`src/common/btc_pkg.sv`:
```
package btc_pkg;

  // ==========================================================
  // Register locations
  localparam logic [7:0] ADDR_SECOND_COUNT   = 8'h04;
  localparam logic [7:0] ADDR_MINUTE_COUNT   = 8'h05;
  localparam logic [7:0] ADDR_HOUR_COUNT     = 8'h06;
  localparam logic [7:0] ADDR_DAY_COUNT      = 8'h07;
  localparam logic [7:0] ADDR_WEEKDAY_COUNT  = 8'h08;
  localparam logic [7:0] ADDR_MONTH_COUNT    = 8'h09;
  localparam logic [7:0] ADDR_YEAR_COUNT     = 8'h0A;

  // ==========================================================
  // Field positions and masks
  localparam int         OSC_HALT_BIT        = 7;
  localparam int         MERIDIEM_BIT        = 5;
  localparam logic [7:0] SECOND_MASK         = 8'h7F;
  localparam logic [7:0] MINUTE_MASK         = 8'h7F;
  localparam logic [7:0] HOUR24_MASK         = 8'h3F;
  localparam logic [7:0] HOUR12_MASK         = 8'h1F;
  localparam logic [7:0] DAY_MASK            = 8'h3F;
  localparam logic [7:0] WEEKDAY_MASK        = 8'h07;
  localparam logic [7:0] MONTH_MASK          = 8'h1F;
  localparam logic [7:0] YEAR_MASK           = 8'hFF;

  // ==========================================================
  // Reset values
  localparam logic       OSC_HALT_RESET      = 1'b1;
  localparam logic [7:0] SECOND_RESET        = 8'h00;
  localparam logic [7:0] MINUTE_RESET        = 8'h00;
  localparam logic [7:0] HOUR_RESET          = 8'h00;
  localparam logic [7:0] DAY_RESET           = 8'h01;
  localparam logic [7:0] WEEKDAY_RESET       = 8'h06;
  localparam logic [7:0] MONTH_RESET         = 8'h01;
  localparam logic [7:0] YEAR_RESET          = 8'h00;

  // ==========================================================
  // Counting limits (BCD)
  localparam logic [7:0] SIXTY_TOP           = 8'h59;
  localparam logic [7:0] HOUR24_TOP          = 8'h23;
  localparam logic [7:0] HOUR12_NOON         = 8'h12;
  localparam logic [7:0] HOUR12_ELEVEN       = 8'h11;
  localparam logic [7:0] WEEKDAY_TOP         = 8'h06;
  localparam logic [7:0] MONTH_TOP           = 8'h12;
  localparam logic [7:0] MONTH_FEB           = 8'h02;
  localparam logic [7:0] YEAR_TOP            = 8'h99;
  localparam logic [7:0] BCD_ZERO            = 8'h00;
  localparam logic [7:0] BCD_ONE             = 8'h01;
  localparam logic [7:0] DAYS_28             = 8'h28;
  localparam logic [7:0] DAYS_29             = 8'h29;
  localparam logic [7:0] DAYS_30             = 8'h30;
  localparam logic [7:0] DAYS_31             = 8'h31;

  // ==========================================================
  // Time and calendar counters
  typedef struct packed {
    logic [7:0] sec;
    logic [7:0] min;
    logic [7:0] hour;
    logic [7:0] day;
    logic [7:0] wday;
    logic [7:0] mon;
    logic [7:0] year;
  } btc_time_type;

  // Byte register port from the serial engine
  typedef struct packed {
    logic       active;
    logic       wrEn;
    logic       rdEn;
    logic [7:0] addr;
    logic [7:0] wrData;
  } btc_regreq_type;

endpackage : btc_pkg

```
`src/rtl/btc_osc_monitor.sv`:
```
module btc_osc_monitor (
  // Clock and reset
  input  wire logic clk,
  input  wire logic rst_n,
  // Raw inputs from the oscillator domain
  input  wire logic oscRunningIn,
  input  wire logic tickIn,
  // Synchronised results
  output logic      oscStopped,
  output logic      tickPulse
);

  // ==========================================================
  // Two-stage synchronisers
  logic runMeta_r;
  logic runSync_r;
  logic tickMeta_r;
  logic tickSync_r;
  logic tickPrev_r;

  // Running reads low at reset, so the start-up interval counts as stopped
  always_ff @(posedge clk or negedge rst_n) begin
    if (!rst_n) begin
      runMeta_r <= 1'b0;
      runSync_r <= 1'b0;
    end else begin
      runMeta_r <= oscRunningIn;
      runSync_r <= runMeta_r;
    end
  end

  always_ff @(posedge clk or negedge rst_n) begin
    if (!rst_n) begin
      tickMeta_r <= 1'b0;
      tickSync_r <= 1'b0;
      tickPrev_r <= 1'b0;
    end else begin
      tickMeta_r <= tickIn;
      tickSync_r <= tickMeta_r;
      tickPrev_r <= tickSync_r;
    end
  end

  // ==========================================================
  // Outputs
  always_ff @(posedge clk or negedge rst_n) begin
    if (!rst_n) begin
      oscStopped <= 1'b1;
      tickPulse  <= 1'b0;
    end else begin
      oscStopped <= !runSync_r;
      tickPulse  <= tickSync_r && !tickPrev_r;
    end
  end

endmodule : btc_osc_monitor

```
`src/rtl/btc_time_counters.sv`:
```
// Functional notes
// - Seconds are BCD, tens in bits 6..4, units 3..0, 00..59, reset 00.
// - Halt flag sets whenever the crystal oscillator stops for any reason.
// - Oscillator counts as stopped from power-on until stable resonance.
// - Halt flag stays set until the host writes to clear it.
// - Host clear fails while the oscillator is not running.
// - Minutes BCD, tens bits 6..4, units 3..0, bit 7 reads 0, reset 00.
// - 12-hour hours: bit 5 meridiem, bit 4 tens, bits 3..0 units.
// - 24-hour hours: tens bits 5..4, units 3..0, bits 7..6 read 0.
// - Hour format comes from the hour-format select control bit.
// - Day of month BCD, tens 5..4, units 3..0, upper bits 0, reset 01.
// - Year divisible by four, including 00, gives February a 29th day.
// - Weekday is three bits 0..6, bits 7..3 read zero.
// - Weekday counts 0..6 cyclically, reset value 6.
// - Month BCD 01..12, tens bit 4, units 3..0, upper bits 0, reset 01.
// - Year BCD 00..99, tens 7..4, units 3..0, reset 00.
// - Halt flag is bit 7 of seconds and resets to one.
// - Counters freeze during host access; one pending tick is kept.
module btc_time_counters
  import btc_pkg::*;
(
  // Clock and reset
  input  wire logic           clk,
  input  wire logic           rst_n,
  // Oscillator side
  input  wire logic           oscRunningIn,
  input  wire logic           tickIn,
  // Control
  input  wire logic           hourFormat12,
  // Register port
  input  wire btc_pkg::btc_regreq_type regReq,
  output logic [7:0]          regRdData,
  // Status
  output logic                oscHaltFlag
);

  import btc_pkg::*;

  // ==========================================================
  // Oscillator monitor
  logic oscStopped;
  logic tickPulse;

  btc_osc_monitor uMonitor (
    .clk          (clk),
    .rst_n        (rst_n),
    .oscRunningIn (oscRunningIn),
    .tickIn       (tickIn),
    .oscStopped   (oscStopped),
    .tickPulse    (tickPulse)
  );

  // ==========================================================
  // BCD helpers
  function automatic logic [7:0] bcdNext(input logic [7:0] v);
    logic [7:0] r;
    r = v;
    if (v[3:0] == 4'h9) begin
      r = {v[7:4] + 4'h1, 4'h0};
    end else begin
      r = {v[7:4], v[3:0] + 4'h1};
    end
    return r;
  endfunction : bcdNext

  // Value mod 4 is (2*tens + units) mod 4
  function automatic logic isLeap(input logic [7:0] y);
    logic [1:0] m;
    m = y[1:0] + {y[4], 1'b0};
    return (m == 2'b00);
  endfunction : isLeap

  function automatic logic [7:0] monthLast(input logic [7:0] mon,
                                           input logic       leap);
    logic [7:0] r;
    r = DAYS_31;
    case (mon)
      8'h04, 8'h06, 8'h09, 8'h11: begin
        r = DAYS_30;
      end
      MONTH_FEB: begin
        r = leap ? DAYS_29 : DAYS_28;
      end
      default: begin
        r = DAYS_31;
      end
    endcase
    return r;
  endfunction : monthLast

  // ==========================================================
  // Counter state
  btc_time_type timeCnt_r;
  btc_time_type timeCnt_nxt;
  logic         oscHalt_r;
  logic         pendTick_r;
  logic         doStep;

  // A tick inside an access waits; a second tick in the same access is lost
  assign doStep = !regReq.active && (tickPulse || pendTick_r);

  always_ff @(posedge clk or negedge rst_n) begin
    if (!rst_n) begin
      pendTick_r <= 1'b0;
    end else if (regReq.active) begin
      if (tickPulse) begin
        pendTick_r <= 1'b1;
      end
    end else begin
      pendTick_r <= 1'b0;
    end
  end

  // ==========================================================
  // One-second step
  logic       carryMin;
  logic       carryHour;
  logic       carryDay;
  logic       carryMon;
  logic       carryYear;
  logic [7:0] hourNum;

  always_comb begin
    timeCnt_nxt = timeCnt_r;
    carryMin    = 1'b0;
    carryHour   = 1'b0;
    carryDay    = 1'b0;
    carryMon    = 1'b0;
    carryYear   = 1'b0;
    hourNum     = timeCnt_r.hour & HOUR12_MASK;
    // Seconds
    if (timeCnt_r.sec == SIXTY_TOP) begin
      timeCnt_nxt.sec = BCD_ZERO;
      carryMin        = 1'b1;
    end else begin
      timeCnt_nxt.sec = bcdNext(timeCnt_r.sec);
    end
    // Minutes
    if (carryMin) begin
      if (timeCnt_r.min == SIXTY_TOP) begin
        timeCnt_nxt.min = BCD_ZERO;
        carryHour       = 1'b1;
      end else begin
        timeCnt_nxt.min = bcdNext(timeCnt_r.min);
      end
    end
    // Hours
    if (carryHour) begin
      if (hourFormat12) begin
        if (hourNum == HOUR12_ELEVEN) begin
          // Meridiem flips entering 12; PM 11 to AM 12 ends the day
          timeCnt_nxt.hour = HOUR12_NOON;
          timeCnt_nxt.hour[MERIDIEM_BIT] = !timeCnt_r.hour[MERIDIEM_BIT];
          carryDay = timeCnt_r.hour[MERIDIEM_BIT];
        end else if (hourNum == HOUR12_NOON) begin
          timeCnt_nxt.hour = BCD_ONE;
          timeCnt_nxt.hour[MERIDIEM_BIT] = timeCnt_r.hour[MERIDIEM_BIT];
        end else begin
          timeCnt_nxt.hour = bcdNext(hourNum);
          timeCnt_nxt.hour[MERIDIEM_BIT] = timeCnt_r.hour[MERIDIEM_BIT];
        end
      end else if (timeCnt_r.hour == HOUR24_TOP) begin
        timeCnt_nxt.hour = BCD_ZERO;
        carryDay         = 1'b1;
      end else begin
        timeCnt_nxt.hour = bcdNext(timeCnt_r.hour) & HOUR24_MASK;
      end
    end
    // Day of month and weekday
    if (carryDay) begin
      if (timeCnt_r.wday == WEEKDAY_TOP) begin
        timeCnt_nxt.wday = BCD_ZERO;
      end else begin
        timeCnt_nxt.wday = timeCnt_r.wday + 8'h01;
      end
      if (timeCnt_r.day >= monthLast(timeCnt_r.mon,
                                     isLeap(timeCnt_r.year))) begin
        timeCnt_nxt.day = BCD_ONE;
        carryMon        = 1'b1;
      end else begin
        timeCnt_nxt.day = bcdNext(timeCnt_r.day);
      end
    end
    // Month
    if (carryMon) begin
      if (timeCnt_r.mon >= MONTH_TOP) begin
        timeCnt_nxt.mon = BCD_ONE;
        carryYear       = 1'b1;
      end else begin
        timeCnt_nxt.mon = bcdNext(timeCnt_r.mon);
      end
    end
    // Year
    if (carryYear) begin
      if (timeCnt_r.year == YEAR_TOP) begin
        timeCnt_nxt.year = BCD_ZERO;
      end else begin
        timeCnt_nxt.year = bcdNext(timeCnt_r.year);
      end
    end
  end

  // ==========================================================
  // Counter registers: host writes only land during an access
  logic wrHit;

  assign wrHit = regReq.active && regReq.wrEn;

  always_ff @(posedge clk or negedge rst_n) begin
    if (!rst_n) begin
      timeCnt_r.sec  <= SECOND_RESET;
      timeCnt_r.min  <= MINUTE_RESET;
      timeCnt_r.hour <= HOUR_RESET;
      timeCnt_r.day  <= DAY_RESET;
      timeCnt_r.wday <= WEEKDAY_RESET;
      timeCnt_r.mon  <= MONTH_RESET;
      timeCnt_r.year <= YEAR_RESET;
    end else if (wrHit) begin
      case (regReq.addr)
        ADDR_SECOND_COUNT: begin
          timeCnt_r.sec <= regReq.wrData & SECOND_MASK;
        end
        ADDR_MINUTE_COUNT: begin
          timeCnt_r.min <= regReq.wrData & MINUTE_MASK;
        end
        ADDR_HOUR_COUNT: begin
          if (hourFormat12) begin
            timeCnt_r.hour <= regReq.wrData & (HOUR12_MASK | 8'h20);
          end else begin
            timeCnt_r.hour <= regReq.wrData & HOUR24_MASK;
          end
        end
        ADDR_DAY_COUNT: begin
          timeCnt_r.day <= regReq.wrData & DAY_MASK;
        end
        ADDR_WEEKDAY_COUNT: begin
          timeCnt_r.wday <= regReq.wrData & WEEKDAY_MASK;
        end
        ADDR_MONTH_COUNT: begin
          timeCnt_r.mon <= regReq.wrData & MONTH_MASK;
        end
        ADDR_YEAR_COUNT: begin
          timeCnt_r.year <= regReq.wrData & YEAR_MASK;
        end
        default: begin
          timeCnt_r <= timeCnt_r;
        end
      endcase
    end else if (doStep) begin
      timeCnt_r <= timeCnt_nxt;
    end
  end

  // ==========================================================
  // Oscillator halt flag
  logic osClearReq;
  logic osSetReq;

  assign osClearReq = wrHit && (regReq.addr == ADDR_SECOND_COUNT)
                      && !regReq.wrData[OSC_HALT_BIT];
  assign osSetReq   = wrHit && (regReq.addr == ADDR_SECOND_COUNT)
                      && regReq.wrData[OSC_HALT_BIT];

  // Stopped oscillator wins over a clear, so a dead crystal keeps it set
  always_ff @(posedge clk or negedge rst_n) begin
    if (!rst_n) begin
      oscHalt_r <= OSC_HALT_RESET;
    end else if (oscStopped) begin
      oscHalt_r <= 1'b1;
    end else if (osSetReq) begin
      oscHalt_r <= 1'b1;
    end else if (osClearReq) begin
      oscHalt_r <= 1'b0;
    end
  end

  always_ff @(posedge clk or negedge rst_n) begin
    if (!rst_n) begin
      oscHaltFlag <= OSC_HALT_RESET;
    end else begin
      oscHaltFlag <= oscHalt_r;
    end
  end

  // ==========================================================
  // Read path: one cycle after the read strobe
  logic [7:0] rdMux;

  always_comb begin
    rdMux = 8'h00;
    case (regReq.addr)
      ADDR_SECOND_COUNT: begin
        rdMux = timeCnt_r.sec & SECOND_MASK;
        rdMux[OSC_HALT_BIT] = oscHalt_r;
      end
      ADDR_MINUTE_COUNT: begin
        rdMux = timeCnt_r.min & MINUTE_MASK;
      end
      ADDR_HOUR_COUNT: begin
        rdMux = timeCnt_r.hour & HOUR24_MASK;
      end
      ADDR_DAY_COUNT: begin
        rdMux = timeCnt_r.day & DAY_MASK;
      end
      ADDR_WEEKDAY_COUNT: begin
        rdMux = timeCnt_r.wday & WEEKDAY_MASK;
      end
      ADDR_MONTH_COUNT: begin
        rdMux = timeCnt_r.mon & MONTH_MASK;
      end
      ADDR_YEAR_COUNT: begin
        rdMux = timeCnt_r.year;
      end
      default: begin
        rdMux = 8'h00;
      end
    endcase
  end

  // Counters are frozen during the access, so a burst reads one moment
  always_ff @(posedge clk or negedge rst_n) begin
    if (!rst_n) begin
      regRdData <= 8'h00;
    end else if (regReq.active && regReq.rdEn) begin
      regRdData <= rdMux;
    end
  end

endmodule : btc_time_counters

```
`config.mk`:
```
export PLATFORM = sky130hd
export DESIGN_NAME = btc_time_counters
export DESIGN_NICKNAME = d
export VERILOG_FILES = /design/src/common/btc_pkg.sv /design/src/rtl/btc_osc_monitor.sv /design/src/rtl/btc_time_counters.sv
export SDC_FILE = /design/constraint.sdc
export NUM_CORES = 1
export LEC_CHECK = 0
export CAP_MARGIN = 20
export CORE_MARGIN = 2
export CORE_UTILIZATION = 60
export DETAILED_ROUTE_END_ITERATION = 10
export DONT_BUFFER_PORTS = 1
export GPL_TIMING_DRIVEN = 0
export PLACE_DENSITY = 0.86
export REMOVE_ABC_BUFFERS = 1
export SYNTH_ARGS = -nofsm -noshare
export SYNTH_HDL_FRONTEND = slang
export SYNTH_SLANG_ARGS = --single-unit
export TNS_END_PERCENT = 30
```
`constraint.sdc`:
```
create_clock -name clk -period 4.12 [get_ports clk]
set_clock_uncertainty 0.2 [all_clocks]
set_input_delay 0.824 -clock clk [delete_from_list [all_inputs] [get_ports clk]]
set_output_delay 0.824 -clock clk [all_outputs]
set_load 0.01 [all_outputs]
```
==> results.json <==
{
  "drc": 0,
  "largest-register": "timeCnt_r",
  "yosys-top-cells-count": "dfrtp_1, o21ai_0, nand2_1",
  "hold_slack_ns": 0.09672,
  "drt_pass1_iterations": 5,
  "combPwrFrac_pct": 14.3,
  "synthCells": 498,
  "synth_area_leaders": "dfrtp_1, ha_1, o21ai_0",
  "p_int_mw": 1.058,
  "vias": 4154,
  "diodes": 0,
  "coreArea_mm2": 0.007647,
  "drive_gt1_share_pct": 11.99,
  "hpwl_um": 8467,
  "p_sw_share_pct": 30.03,
  "via_per_inst": 6.993,
  "largest_reg_flops": 49,
  "grt_pass1_vias": 4077,
  "cts.htree.levels": 3,
  "rows": 32,
  "power_density_mw_per_mm2": 308.2,
  "netlist_area_mm2": 0.004668,
  "cts_root_buffer": "clkbuf_8",
  "maxCapViolCount": 0,
  "period_needed_ns": 3.695,
  "endpoint_kind": "register",
  "overflow": 0,
  "cts.sinks": 72,
  "wl_per_cell_um": 20.92,
  "grt_max_degree": 66,
  "insertion_delay_ns": 0.36,
  "synth_area_per_cell_um2": 9.374,
  "arrival_ns": 3.73,
  "dieArea_mm2": 0.008502,
  "path_class": "register to register",
  "antenna_found_initial": 0,
  "r2r-start": "timeCnt_r[12]$_DFFE_PN0P_",
  "vdd_drop_max_mv": 0.1520,
  "synth_seq_cells": 72,
  "initial_utilization_pct": 61.04,
  "yosysWarnings": 0,
  "min_period_over_period_pct": 89.67,
  "yosysSeqAreaShare_pct": 38.78,
  "grt_usage_pct": 30.78,
  "rsz0062_at_grt": "false",
  "setup_viol": 0,
  "nets": 535,
  "synth_top_flop_cell": "dfrtp_1",
  "die_w_um": 92.21,
  "relSlewSlack_pct": 34.57,
  "p_leak_nw": 2.077,
  "grt_pass1_wl_um": 20380,
  "setup.worst_path.start_class": "register",
  "clk_pin_slew_ns": 0.08,
  "hp-class": "input port to async pin",
  "pwr-share-clk_pct": 32.1,
  "dieHeight_um": 92.21,
  "detail-route-antenna-nets": 0,
  "seqPwrFrac_pct": 53.7,
  "numCtsBuffers": 9,
  "drt_iter0_markers": 435,
  "yosysMostFrequentCell": "dfrtp_1",
  "post-synth-top-area-cell": "dfrtp_1",
  "async_flop_share_pct": 100.0,
  "crit_fanout": 6,
  "ios": 33,
  "status": "finished clean",
  "p_sw_mw": 0.4540,
  "maxSlewViolCount": 0,
  "synth_enable_flop_cells": 0,
  "cts_tree": "built",
  "gp_congestion": 0.8942,
  "numPortBuffers": 0,
  "synth_top_area_share_pct": 34.84,
  "cp-startpoint": "timeCnt_r[12]$_DFFE_PN0P_",
  "finalHoldViolCount": 0,
  "tightest_slew_ns": 0.9708,
  "fmax_mhz": 270.7,
  "ys_types": 78,
  "syn2layout_area_growth_pct": 5.066,
  "tns_ns": 0,
  "clk_path_buf_depth": 2,
  "critical_path_required_ns": 4.16,
  "drt_wl_total_um": 12430
}
-- cells by family (layout without fill, tap and decap cells) --
logic type               Yosys count  count (layout)  share of synthesized area (%)
AO/OA/AOI/OAI                    163             163                          24.26
AND/OR/NAND/NOR                  162             162                          19.14
flip-flops                        72              72                          38.78
buffers and inverters             48              42                          4.020
multiplexers                      25              25                          6.620
adder cells (fa/ha/maj)           24              24                          6.433
XOR/XNOR                           4               4                         0.7504
-- power by group through the flow --
| stage | combinational, mW | sequential [mW] | clock [mW] |
|---|---|---|---|
| after floorplan | 0.151 | 0.804 | 0 |
| after global placement | 0.176 | 0.817 | 0 |
| after detailed placement | 0.193 | 0.820 | 0 |
| after CTS | 0.212 | 0.808 | 0.488 |
| after global routing | 0.239 | 0.818 | 0.514 |
| final | 0.215 | 0.812 | 0.485 |
-- layout make-up --
cell class              instances  area [µm²]
clock buffers                  11       131.4
clock inverters                 5       25.02
fillers                       613        2743
inverters                      24       90.09
multi-input cells             378        2678
flip-flops and latches         72        1810
well taps                     102       127.6
repair buffers                  2       42.54
-- routing by layer --
metal / vias to the layer above / GRT usage [%] / wire, µm
met1: 1986 / 39.44 / 4791
met5: - / 0 / 0
li1: 1859 / - / -
met3: 41 / 7.313 / 1326
met4: 0 / 17.41 / 422
met2: 268 / 47.86 / 5886
-- critical path, cell delays in order, from the launching register on --
cell      delay [ns]
dfrtp_1         0.46
inv_1           0.09
ha_1            0.18
mux2i_1         0.08
nor4b_1         0.25
a31oi_1         0.08
o32a_1          0.33
ha_1            0.28
nor4b_1         0.32
o211ai_1        0.22
o21ai_1         0.55
a211oi_2        0.16
mux2_1          0.37
-- cells in the final DEF, fill, tap and decap left out, drive strengths merged, types with 6 or more instances in the layout --
cell,Yosys,layout
a22oi,9,9
mux2,14,14
o31a,6,6
nand2,41,41
nor4b,7,7
ha,24,24
o21ai,51,51
nand2b,6,6
nor2b,7,7
mux2i,8,8
o31ai,8,8
o22ai,9,9
nor2,29,29
clkbuf,22,11
inv,24,24
a21o,6,6
nand3,25,25
dfrtp,65,65
and3,12,12
a21oi,19,19
dfstp,7,7
-- repair_timing --
action / 4_1_cts / 5_1_grt
buffers inserted: 0 / 0
endpoints found under the hold margin: 65 / 0
gates resized for setup: 0 / 0
hold buffers: 1 / 0
-- worst paths after layout --
check	slack (ns)	depth (start not counted)	endpoint
max in group asynchronous	3.30	1	timeCnt_r[31]$_DFFE_PN0P_
hold reg to reg	0.15	0	uMonitor.tickSync_r$_DFF_PN0_
setup / recovery	0.43	12	timeCnt_r[7]$_DFFE_PN0P_
min in group clk	0.15	0	uMonitor.tickSync_r$_DFF_PN0_
hold / removal	0.1	0	timeCnt_r[18]$_DFFE_PN1P_
setup reg to reg	0.43	12	timeCnt_r[7]$_DFFE_PN0P_
-- per-stage QoR --
step | util (%) | power (mW) | setup WS [ns] | std cells | instance area (µm²)
floorplan | - | 0.9543 | 1.027 | 474 | 4571
global placement | 61.44 | 0.9936 | 0.5917 | 576 | 4698
detailed placement | 61.53 | 1.012 | 0.4973 | 576 | 4706
CTS | 63.94 | 1.508 | 0.4630 | 593 | 4890
global route | 64.14 | 1.571 | 0.1223 | 594 | 4905
finish | 64.14 | 1.512 | 0.4254 | 594 | 4905
Note: power is estimated with default switching activity, not from simulation.
